### src/logic/pdm_dma_defs.vh
`ifndef PDM_DMA_DEFS_VH
`define PDM_DMA_DEFS_VH

// ----------------------------------------
// pci memory commands
// ----------------------------------------
`define PDM_CMD_MR      4'h6
`define PDM_CMD_MRL     4'he
`define PDM_CMD_MRM     4'hc
`define PDM_CMD_MW      4'h7
`define PDM_CMD_MWI     4'hf

// ----------------------------------------
// fetch engine states
// ----------------------------------------
`define PDM_ST_IDLE     4'h0
`define PDM_ST_OWN      4'h1
`define PDM_ST_PROBE    4'h2
`define PDM_ST_MEM      4'h3
`define PDM_ST_RIDLE    4'h4
`define PDM_ST_WDATA    4'h5
`define PDM_ST_WMERGE   4'h6
`define PDM_ST_COMMIT   4'h7
`define PDM_ST_WAITW    4'h8

// ----------------------------------------
// memory owner codes
// ----------------------------------------
`define PDM_OWN_NONE    2'h0
`define PDM_OWN_CPU     2'h1
`define PDM_OWN_DMA     2'h2

// ----------------------------------------
// data switch buffer portions
// ----------------------------------------
`define PDM_SRC_MEM     2'h0
`define PDM_SRC_CACHE   2'h1

// ----------------------------------------
// block, page and check code layout
// ----------------------------------------
`define PDM_PAGE_LAST   7'h7f
`define PDM_QW_LAST     3'h7
`define PDM_QW_COUNT    4'h8
`define PDM_BE_ALL      8'hff
`define PDM_ECC_TAG     2'h3

`endif

### src/logic/pdm_dma_path.v
`timescale 1ns/10ps
`include "pdm_dma_defs.vh"

module pdm_dma_path (
  input  wire        clock_i,
  input  wire        srst_i,
  input  wire        dma_req_i,
  input  wire [3:0]  dma_cmd_i,
  input  wire [31:0] dma_addr_i,
  input  wire        dma_end_i,
  output wire        dma_busy_o,
  output wire [63:0] rd_data_o,
  output wire        rd_valid_o,
  input  wire        rd_ready_i,
  input  wire [63:0] wr_data_i,
  input  wire [7:0]  wr_be_i,
  input  wire        wr_valid_i,
  output wire        wr_ready_o,
  output wire        probe_req_o,
  output wire        probe_flush_o,
  output wire [31:0] probe_addr_o,
  input  wire        probe_ack_i,
  input  wire        probe_dirty_i,
  output wire        mem_req_o,
  output wire        mem_we_o,
  output wire [31:0] mem_addr_o,
  output wire        fill_buf_o,
  output wire        cache_copy_o,
  input  wire        mem_done_i,
  input  wire        cpu_mem_req_i,
  input  wire        cpu_mem_done_i,
  output wire        cpu_mem_gnt_o,
  output wire        qw_req_o,
  output wire        qw_buf_o,
  output wire [2:0]  qw_idx_o,
  output wire [1:0]  qw_src_o,
  input  wire [63:0] qw_data_i,
  input  wire [7:0]  qw_ecc_i,
  input  wire        qw_valid_i,
  output wire        pw_we_o,
  output wire [2:0]  pw_idx_o,
  output wire [63:0] pw_data_o,
  output wire [7:0]  pw_ecc_o,
  input  wire        io_rd_req_i,
  input  wire        cpu_io_wr_pend_i,
  output wire        io_rd_go_o
);

  // ----------------------------------------
  // check code helpers
  // ----------------------------------------
  // each data bit owns code {11, index}; syndrome names the bad bit
  function [7:0] ecc_gen;
    input [63:0] d;
    integer j;
    begin
      ecc_gen = 8'h00;
      for (j = 0; j < 64; j = j + 1) begin
        if (d[j]) begin
          ecc_gen = ecc_gen ^ {`PDM_ECC_TAG, j[5:0]};
        end
      end
    end
  endfunction

  function [63:0] ecc_fix;
    input [63:0] d;
    input [7:0]  c;
    reg   [7:0]  syn;
    begin
      syn     = ecc_gen(d) ^ c;
      ecc_fix = d;
      if (syn[7:6] == `PDM_ECC_TAG) begin
        ecc_fix[syn[5:0]] = ~d[syn[5:0]];
      end
    end
  endfunction

  // ----------------------------------------
  // state
  // ----------------------------------------
  reg [3:0]  st_q;
  reg [1:0]  own_q;
  reg        rd_act_q;
  reg        wr_mode_q;
  reg [3:0]  cmd_q;
  reg [25:0] blk_q;
  reg        pf_used_q;
  reg        fb_q;
  reg        rb_q;
  reg [1:0]  dbv_q;
  reg [1:0]  cvld_q;
  reg [2:0]  didx_q;
  reg        req_out_q;
  reg        qrd_q;
  reg [63:0] rbuf [0:7];
  reg [7:0]  ent_v_q;
  reg [2:0]  wptr_q;
  reg [2:0]  rptr_q;
  reg        out_v_q;
  reg [63:0] out_data_q;
  reg [3:0]  wq_q;
  reg [2:0]  wstart_q;
  reg        wend_q;
  reg [63:0] mdata_q;
  reg [7:0]  mbe_q;
  reg        probe_req_q;
  reg        mem_req_q;
  reg        mem_we_q;
  reg        cache_copy_q;
  reg        qw_req_q;
  reg        qw_buf_q;
  reg [2:0]  qw_idx_q;
  reg [1:0]  qw_src_q;
  reg        pw_we_q;
  reg [2:0]  pw_idx_q;
  reg [63:0] pw_data_q;
  reg [7:0]  pw_ecc_q;
  reg        wr_ready_q;
  reg        busy_q;
  reg        cpu_gnt_q;
  reg        io_go_q;

  // ----------------------------------------
  // read data steering
  // ----------------------------------------
  wire [63:0] cor_data = ecc_fix(qw_data_i, qw_ecc_i);
  wire        rd_ans   = qw_valid_i && qrd_q;
  wire        pop_ok   = !out_v_q || rd_ready_i;
  wire        bypass   = rd_ans && rd_act_q && (ent_v_q == 8'h00) && pop_ok;
  wire        stash    = rd_ans && rd_act_q && !bypass;
  wire        pop      = ent_v_q[rptr_q] && pop_ok;
  wire        drn_go   = rd_act_q && dbv_q[rb_q] && !req_out_q && !ent_v_q[wptr_q];
  wire        demand   = (ent_v_q == 8'h00) && (dbv_q == 2'h0) && !req_out_q;
  wire        pf_ok    = (cmd_q == `PDM_CMD_MRM) ||
                         ((cmd_q == `PDM_CMD_MRL) && !pf_used_q);
  wire        page_end = (blk_q[6:0] == `PDM_PAGE_LAST);
  wire        is_rd    = (dma_cmd_i == `PDM_CMD_MR) || (dma_cmd_i == `PDM_CMD_MRL) ||
                         (dma_cmd_i == `PDM_CMD_MRM);
  wire        is_wr    = (dma_cmd_i == `PDM_CMD_MW) || (dma_cmd_i == `PDM_CMD_MWI);
  wire        w_fill   = wend_q || (wq_q[2:0] < wstart_q);

  // ----------------------------------------
  // write merge: valid bytes overlay fetched quadword
  // ----------------------------------------
  wire [63:0] merged;
  genvar b;
  generate
    for (b = 0; b < 8; b = b + 1) begin : g_merge
      assign merged[b*8+7:b*8] = mbe_q[b] ? mdata_q[b*8+7:b*8] : cor_data[b*8+7:b*8];
    end
  endgenerate

  // ----------------------------------------
  // main sequencer
  // ----------------------------------------
  always @(posedge clock_i) begin
    if (srst_i) begin
      st_q         <= `PDM_ST_IDLE;
      own_q        <= `PDM_OWN_NONE;
      rd_act_q     <= 1'b0;
      wr_mode_q    <= 1'b0;
      cmd_q        <= 4'h0;
      blk_q        <= 26'h000_0000;
      pf_used_q    <= 1'b0;
      fb_q         <= 1'b0;
      rb_q         <= 1'b0;
      dbv_q        <= 2'h0;
      cvld_q       <= 2'h0;
      didx_q       <= 3'h0;
      req_out_q    <= 1'b0;
      qrd_q        <= 1'b0;
      ent_v_q      <= 8'h00;
      wptr_q       <= 3'h0;
      rptr_q       <= 3'h0;
      out_v_q      <= 1'b0;
      out_data_q   <= 64'h0000_0000_0000_0000;
      wq_q         <= 4'h0;
      wstart_q     <= 3'h0;
      wend_q       <= 1'b0;
      mdata_q      <= 64'h0000_0000_0000_0000;
      mbe_q        <= 8'h00;
      probe_req_q  <= 1'b0;
      mem_req_q    <= 1'b0;
      mem_we_q     <= 1'b0;
      cache_copy_q <= 1'b0;
      qw_req_q     <= 1'b0;
      qw_buf_q     <= 1'b0;
      qw_idx_q     <= 3'h0;
      qw_src_q     <= `PDM_SRC_MEM;
      pw_we_q      <= 1'b0;
      pw_idx_q     <= 3'h0;
      pw_data_q    <= 64'h0000_0000_0000_0000;
      pw_ecc_q     <= 8'h00;
      wr_ready_q   <= 1'b0;
      busy_q       <= 1'b0;
      cpu_gnt_q    <= 1'b0;
      io_go_q      <= 1'b0;
    end else begin
      // one-cycle strobes default low
      probe_req_q  <= 1'b0;
      mem_req_q    <= 1'b0;
      cache_copy_q <= 1'b0;
      qw_req_q     <= 1'b0;
      pw_we_q      <= 1'b0;
      wr_ready_q   <= 1'b0;
      busy_q       <= (st_q != `PDM_ST_IDLE) || rd_act_q || req_out_q;
      io_go_q      <= io_rd_req_i && !cpu_io_wr_pend_i;

      // cpu takes memory only when nobody owns it
      if (own_q == `PDM_OWN_CPU && cpu_mem_done_i) begin
        own_q     <= `PDM_OWN_NONE;
        cpu_gnt_q <= 1'b0;
      end else if (own_q == `PDM_OWN_NONE && cpu_mem_req_i && st_q != `PDM_ST_OWN) begin
        own_q     <= `PDM_OWN_CPU;
        cpu_gnt_q <= 1'b1;
      end

      // fetch engine
      case (st_q)
        `PDM_ST_IDLE: begin
          if (dma_req_i && !rd_act_q && !req_out_q && (is_rd || is_wr)) begin
            busy_q    <= 1'b1;
            blk_q     <= dma_addr_i[31:6];
            cmd_q     <= dma_cmd_i;
            wr_mode_q <= is_wr;
            rd_act_q  <= is_rd;
            pf_used_q <= 1'b0;
            fb_q      <= 1'b0;
            rb_q      <= 1'b0;
            didx_q    <= dma_addr_i[5:3];
            wq_q      <= 4'h0;
            wstart_q  <= dma_addr_i[5:3];
            wend_q    <= 1'b0;
            st_q      <= `PDM_ST_OWN;
          end
        end
        `PDM_ST_OWN: begin
          if (own_q == `PDM_OWN_NONE) begin
            own_q       <= `PDM_OWN_DMA;
            probe_req_q <= 1'b1;
            st_q        <= `PDM_ST_PROBE;
          end
        end
        `PDM_ST_PROBE: begin
          if (probe_ack_i) begin
            cache_copy_q  <= probe_dirty_i;
            cvld_q[fb_q]  <= probe_dirty_i;
            mem_req_q     <= 1'b1;
            mem_we_q      <= 1'b0;
            st_q          <= `PDM_ST_MEM;
          end
        end
        `PDM_ST_MEM: begin
          if (mem_done_i) begin
            if (wr_mode_q) begin
              st_q <= `PDM_ST_WDATA;
            end else begin
              own_q <= `PDM_OWN_NONE;
              if (rd_act_q) begin
                dbv_q[fb_q] <= 1'b1;
                fb_q        <= ~fb_q;
              end
              st_q <= `PDM_ST_RIDLE;
            end
          end
        end
        `PDM_ST_RIDLE: begin
          if (!rd_act_q) begin
            st_q <= `PDM_ST_IDLE;
          end else if (!dbv_q[fb_q] && !page_end && (demand || pf_ok)) begin
            blk_q     <= blk_q + 26'h000_0001;
            pf_used_q <= pf_used_q || !demand;
            st_q      <= `PDM_ST_OWN;
          end
        end
        `PDM_ST_WDATA: begin
          if (wq_q == `PDM_QW_COUNT) begin
            st_q <= `PDM_ST_COMMIT;
          end else if (w_fill) begin
            mbe_q    <= 8'h00;
            qw_req_q <= 1'b1;
            st_q     <= `PDM_ST_WMERGE;
          end else if (wr_valid_i && wr_ready_q) begin
            if (wr_be_i == `PDM_BE_ALL) begin
              pw_we_q   <= 1'b1;
              pw_data_q <= wr_data_i;
              pw_ecc_q  <= ecc_gen(wr_data_i);
              wq_q      <= wq_q + 4'h1;
              wr_ready_q <= (wq_q[2:0] != `PDM_QW_LAST) && !dma_end_i;
            end else begin
              mdata_q  <= wr_data_i;
              mbe_q    <= wr_be_i;
              qw_req_q <= 1'b1;
              st_q     <= `PDM_ST_WMERGE;
            end
          end else begin
            wr_ready_q <= !dma_end_i;
          end
          pw_idx_q <= wq_q[2:0];
          qw_idx_q <= wq_q[2:0];
          qw_buf_q <= fb_q;
          qw_src_q <= cvld_q[fb_q] ? `PDM_SRC_CACHE : `PDM_SRC_MEM;
        end
        `PDM_ST_WMERGE: begin
          if (qw_valid_i) begin
            pw_we_q   <= 1'b1;
            pw_data_q <= merged;
            pw_ecc_q  <= ecc_gen(merged);
            wq_q      <= wq_q + 4'h1;
            st_q      <= `PDM_ST_WDATA;
          end
        end
        `PDM_ST_COMMIT: begin
          mem_req_q <= 1'b1;
          mem_we_q  <= 1'b1;
          st_q      <= `PDM_ST_WAITW;
        end
        `PDM_ST_WAITW: begin
          if (mem_done_i) begin
            own_q <= `PDM_OWN_NONE;
            if (wend_q) begin
              st_q <= `PDM_ST_IDLE;
            end else begin
              blk_q    <= blk_q + 26'h000_0001;
              wq_q     <= 4'h0;
              wstart_q <= 3'h0;
              st_q     <= `PDM_ST_OWN;
            end
          end
        end
        default: begin
          st_q <= `PDM_ST_IDLE;
        end
      endcase

      // drain engine: pull quadwords from the data switch buffers
      if (drn_go) begin
        req_out_q <= 1'b1;
        qrd_q     <= 1'b1;
        qw_req_q  <= 1'b1;
        qw_buf_q  <= rb_q;
        qw_idx_q  <= didx_q;
        qw_src_q  <= cvld_q[rb_q] ? `PDM_SRC_CACHE : `PDM_SRC_MEM;
      end
      if (qw_valid_i) begin
        req_out_q <= 1'b0;
        qrd_q     <= 1'b0;
        if (rd_ans && rd_act_q) begin
          didx_q <= didx_q + 3'h1;
          if (didx_q == `PDM_QW_LAST) begin
            dbv_q[rb_q] <= 1'b0;
            rb_q        <= ~rb_q;
          end
        end
      end

      // eight-entry read queue; an answer skips it when it is empty and the output can take it
      if (stash) begin
        rbuf[wptr_q]    <= cor_data;
        ent_v_q[wptr_q] <= 1'b1;
        wptr_q          <= wptr_q + 3'h1;
      end
      if (bypass) begin
        out_data_q <= cor_data;
        out_v_q    <= 1'b1;
      end else if (pop) begin
        out_data_q      <= rbuf[rptr_q];
        out_v_q         <= 1'b1;
        ent_v_q[rptr_q] <= 1'b0;
        rptr_q          <= rptr_q + 3'h1;
      end else if (rd_ready_i) begin
        out_v_q <= 1'b0;
      end

      // transaction end drops every prefetched quadword
      if (dma_end_i) begin
        if (rd_act_q) begin
          rd_act_q <= 1'b0;
          ent_v_q  <= 8'h00;
          dbv_q    <= 2'h0;
          out_v_q  <= 1'b0;
          wptr_q   <= 3'h0;
          rptr_q   <= 3'h0;
        end
        if (wr_mode_q) begin
          wend_q <= 1'b1;
        end
      end
    end
  end

  // ----------------------------------------
  // outputs
  // ----------------------------------------
  assign dma_busy_o    = busy_q;
  assign rd_data_o     = out_data_q;
  assign rd_valid_o    = out_v_q;
  assign wr_ready_o    = wr_ready_q;
  assign probe_req_o   = probe_req_q;
  assign probe_flush_o = wr_mode_q;
  assign probe_addr_o  = {blk_q, 6'h00};
  assign mem_req_o     = mem_req_q;
  assign mem_we_o      = mem_we_q;
  assign mem_addr_o    = {blk_q, 6'h00};
  assign fill_buf_o    = fb_q;
  assign cache_copy_o  = cache_copy_q;
  assign cpu_mem_gnt_o = cpu_gnt_q;
  assign qw_req_o      = qw_req_q;
  assign qw_buf_o      = qw_buf_q;
  assign qw_idx_o      = qw_idx_q;
  assign qw_src_o      = qw_src_q;
  assign pw_we_o       = pw_we_q;
  assign pw_idx_o      = pw_idx_q;
  assign pw_data_o     = pw_data_q;
  assign pw_ecc_o      = pw_ecc_q;
  assign io_rd_go_o    = io_go_q;

endmodule

### config.mk
export PLATFORM = sky130hd
export DESIGN_NAME = pdm_dma_path
export DESIGN_NICKNAME = d
export VERILOG_FILES = /design/src/logic/pdm_dma_path.v
export VERILOG_INCLUDE_DIRS = /design/src /design/src/logic
export SDC_FILE = /design/constraint.sdc
export NUM_CORES = 2
export LEC_CHECK = 0
export ABC_AREA = 1
export BUFFER_PORTS_ARGS = -buffer_cell sky130_fd_sc_hd__buf_2
export CORE_UTILIZATION = 45
export CTS_CLUSTER_SIZE = 14
export DETAILED_ROUTE_END_ITERATION = 10
export SLEW_MARGIN = 40
export SYNTH_ARGS = -nofsm -noshare
export SYNTH_HDL_FRONTEND = slang
export SYNTH_SLANG_ARGS = --single-unit
### constraint.sdc
create_clock -name clock_i -period 10.8 [get_ports clock_i]
set_input_delay 2.16 -clock clock_i [delete_from_list [all_inputs] [get_ports clock_i]]
set_output_delay 2.16 -clock clock_i [all_outputs]
set_load 0.005 [all_outputs]
==> impl_results.md <==
- Status: complete, no violations
- Post-CTS Hold Fix Bufs: 0
- Synth cell count leaders: nand2_1, nor2_1, o21ai_0
- Synthesized area: 0.04318 mm2
- Crit Path Max Fanout: 36
- Slew @ Worst Pin: 0.8264 ns
- # IOs: 416
- Cell with the most instances after synthesis: nand2_1
- Warnings from Yosys: 0
- Starting DRT DRC Count: 3793
- Max_cap viols: 0
- Layout filler cell count: 9109
- Clock skew: 0.04036 ns
- Slowest stage delay, CP: 0.38 ns
- R2r setup slk: 7.16 ns
- Largest net degree at the start of global routing: 103
- Critical path arrival: 8.01 ns
- H-tree levels: 3
- WL final: 143900 um
- Die H: 311.8 um
- Setup-failing EPs final: 0
- Port bufs: 399
- Final RePlAce weighted congestion: 0.9461
- Global-route wire length before repair: 211200 um
- Mapped Cells: 5203
- Vias: 37100
- CP max-delay cell: o21ai_1
- Overall die area: 0.09719 mm2
- Clk_lat worst skew: 0.69 ns
- DPL Wire Length: 97350 um
- CP dominant cell by count: nand2_1
- Synth top area cells: edfxtp_1, dfxtp_1, nand2_1
- Ys flop type: edfxtp_1
- Fin. max-slew vios: 0
- Worst Hold Class: flop to flop
- Power Dens Cells: 189.4 mW/mm2
- GR Util met1: 39.74%
- Fmax: 134.7 MHz
- CTS root buf: clkbuf_16
- M3 GR Usage: 4.446%
- Cell taking the most area after synthesis: edfxtp_1
- Min Clock Period, post-route: 7.423 ns
- Final number of hold-violating endpoints: 0
- Post-route ant nets: 0
- Slew headroom: 44.90%
- Top cell type's share of synthesized area: 35.61%
- Req. time, crit path: 11.39 ns
- Grt total ovfl: 0
- CTS Buffer Depth: 3
- Initial antenna violation count: 13
- Met2 GRT Util: 45.17%
- Sink Count: 809
- Std cell rows: 113
- Ys async rst share: 0%
- Maximum VDD drop: 0.1329 mV
- DR WL/cell: 21.27 um
- Sequential area share after synthesis: 49.38%
- Num CTS Buffers: 88
- Via/cell ratio: 5.482
- Syn avg cell area: 8.298 um2
- Fin nets: 5632
- Initial DRT Pass Iterations: 7
- Post-synth EDFFs: 512
- Clk pin slew, worst setup/hold paths: 0.06 ns
- GRT Util Overall: 28.76%
- Initial core utilization: 45.44%
- Seq cells post-synth: 809
- Core area: 0.09501 mm2
- Die W: 311.8 um
- Critical Path Start Type: primary input
- Pleak: 20.15 nW
- RSZ-0062 raised after global routing: no
- CTS resizes: 0
- Layout Area Growth over Synthesis: 12.93%
- Distinct cells, synth: 57
- Fin crit share: 68.73%
- Worst Path Class, Setup: primary input to flop
- CP Capture Type: flop
- GRT busiest layer: met2
- Setup Fix Bufs, Post-CTS: 0
- CTS tree: done
- DR DRC count: 0
- Final design utilization: 51.32%
- Setup TNS: 0 ns
- Vias in the first global route: 33350
- Layout cells sized above 1: 12.89%
worst paths after layout:
check	start	to	cells past startpoint
max	qw_data_i[55]	pw_ecc_o[6]	45
min	cpu_mem_gnt_o	cpu_mem_gnt_o	2
max reg2reg	rd_act_q	rbuf[7][56]	10
min reg2reg	cpu_mem_gnt_o	cpu_mem_gnt_o	2
flip-flops by register name, indices dropped and copies added, names as in the netlist, 7 cells and up, named ones only:
| register | cells |
|---|---|
| pw_ecc_o | 7 |
| mdata_q | 64 |
| blk_q | 26 |
| mbe_q | 8 |
| rbuf | 512 |
| rd_data_o | 64 |
| pw_data_o | 64 |
| ent_v_q | 8 |
cell usage in the layout (no fill, tap or decap), types with 87 or more instances in the layout:
| cell | count |
|---|---|
| clkbuf_16 | 90 |
| buf_2 | 398 |
| edfxtp_1 | 512 |
| xnor2_1 | 191 |
| nor2_1 | 572 |
| a31oi_1 | 87 |
| dfxtp_1 | 296 |
| o21ai_0 | 532 |
| nand3_1 | 283 |
| inv_1 | 430 |
| xor2_1 | 219 |
| a21oi_1 | 226 |
| nand2_1 | 1070 |
| o22ai_1 | 131 |
where the power goes:
part	switching, mW	internal, mW
sequential	0.0746	3.38
combinational	1.93	0.887
clock	1.31	1.65
total	3.32	5.92
cells by family after synthesis:
logic type	share of synthesized area, %
XOR/XNOR	8.761
AO/OA/AOI/OAI	14.38
adder cells (fa/ha/maj)	0.2898
AND/OR/NAND/NOR	19.65
buffers and inverters	7.535
other	0.008686
flip-flops	49.38
through the flow:
| step | worst slack (ns) | power (mW) | area (um2) | hold WS (ns) | std cells |
|---|---|---|---|---|---|
| floorplan | 1.247 | 5.601 | 43220 | 0.4183 | 5215 |
| global placement | 2.699 | 6.182 | 45720 | 0.4387 | 6596 |
| detailed placement | 2.908 | 6.266 | 45850 | 0.4384 | 6600 |
| CTS | 3.600 | 9.222 | 48670 | 0.4536 | 6762 |
| global route | 2.973 | 9.688 | 48750 | 0.4738 | 6765 |
| finish | 3.378 | 9.234 | 48760 | 0.4538 | 6767 |
layer usage:
metal  vias to the layer above  part of all wire, %
li1                      17800                    -
met1                     17440                   43
met2                      1574                   45
met3                       277                  8.1
met4                        10                  3.8
met5                         -                0.052
critical path, delay by kind of cell:
family | cells | cell delay [ns]
simple gates | 34 | 3.66
buf+inv | 9 | 1.55
compound gates | 2 | 0.58
area by class of cell:
cell class | count | area (um2) | share of cell area [%]
inverter | 475 | 1792 | 3.675
clock inverter | 48 | 427.9 | 0.8776
tap | 1265 | 1583 | 3.246
multi-input combinational | 3610 | 18740 | 38.43
antenna | 2 | 5.005 | 0.01026
timing repair buffer | 444 | 2496 | 5.120
clock buffer | 114 | 2391 | 4.904
sequential | 809 | 21320 | 43.74
(Power assumes the default switching activity.)
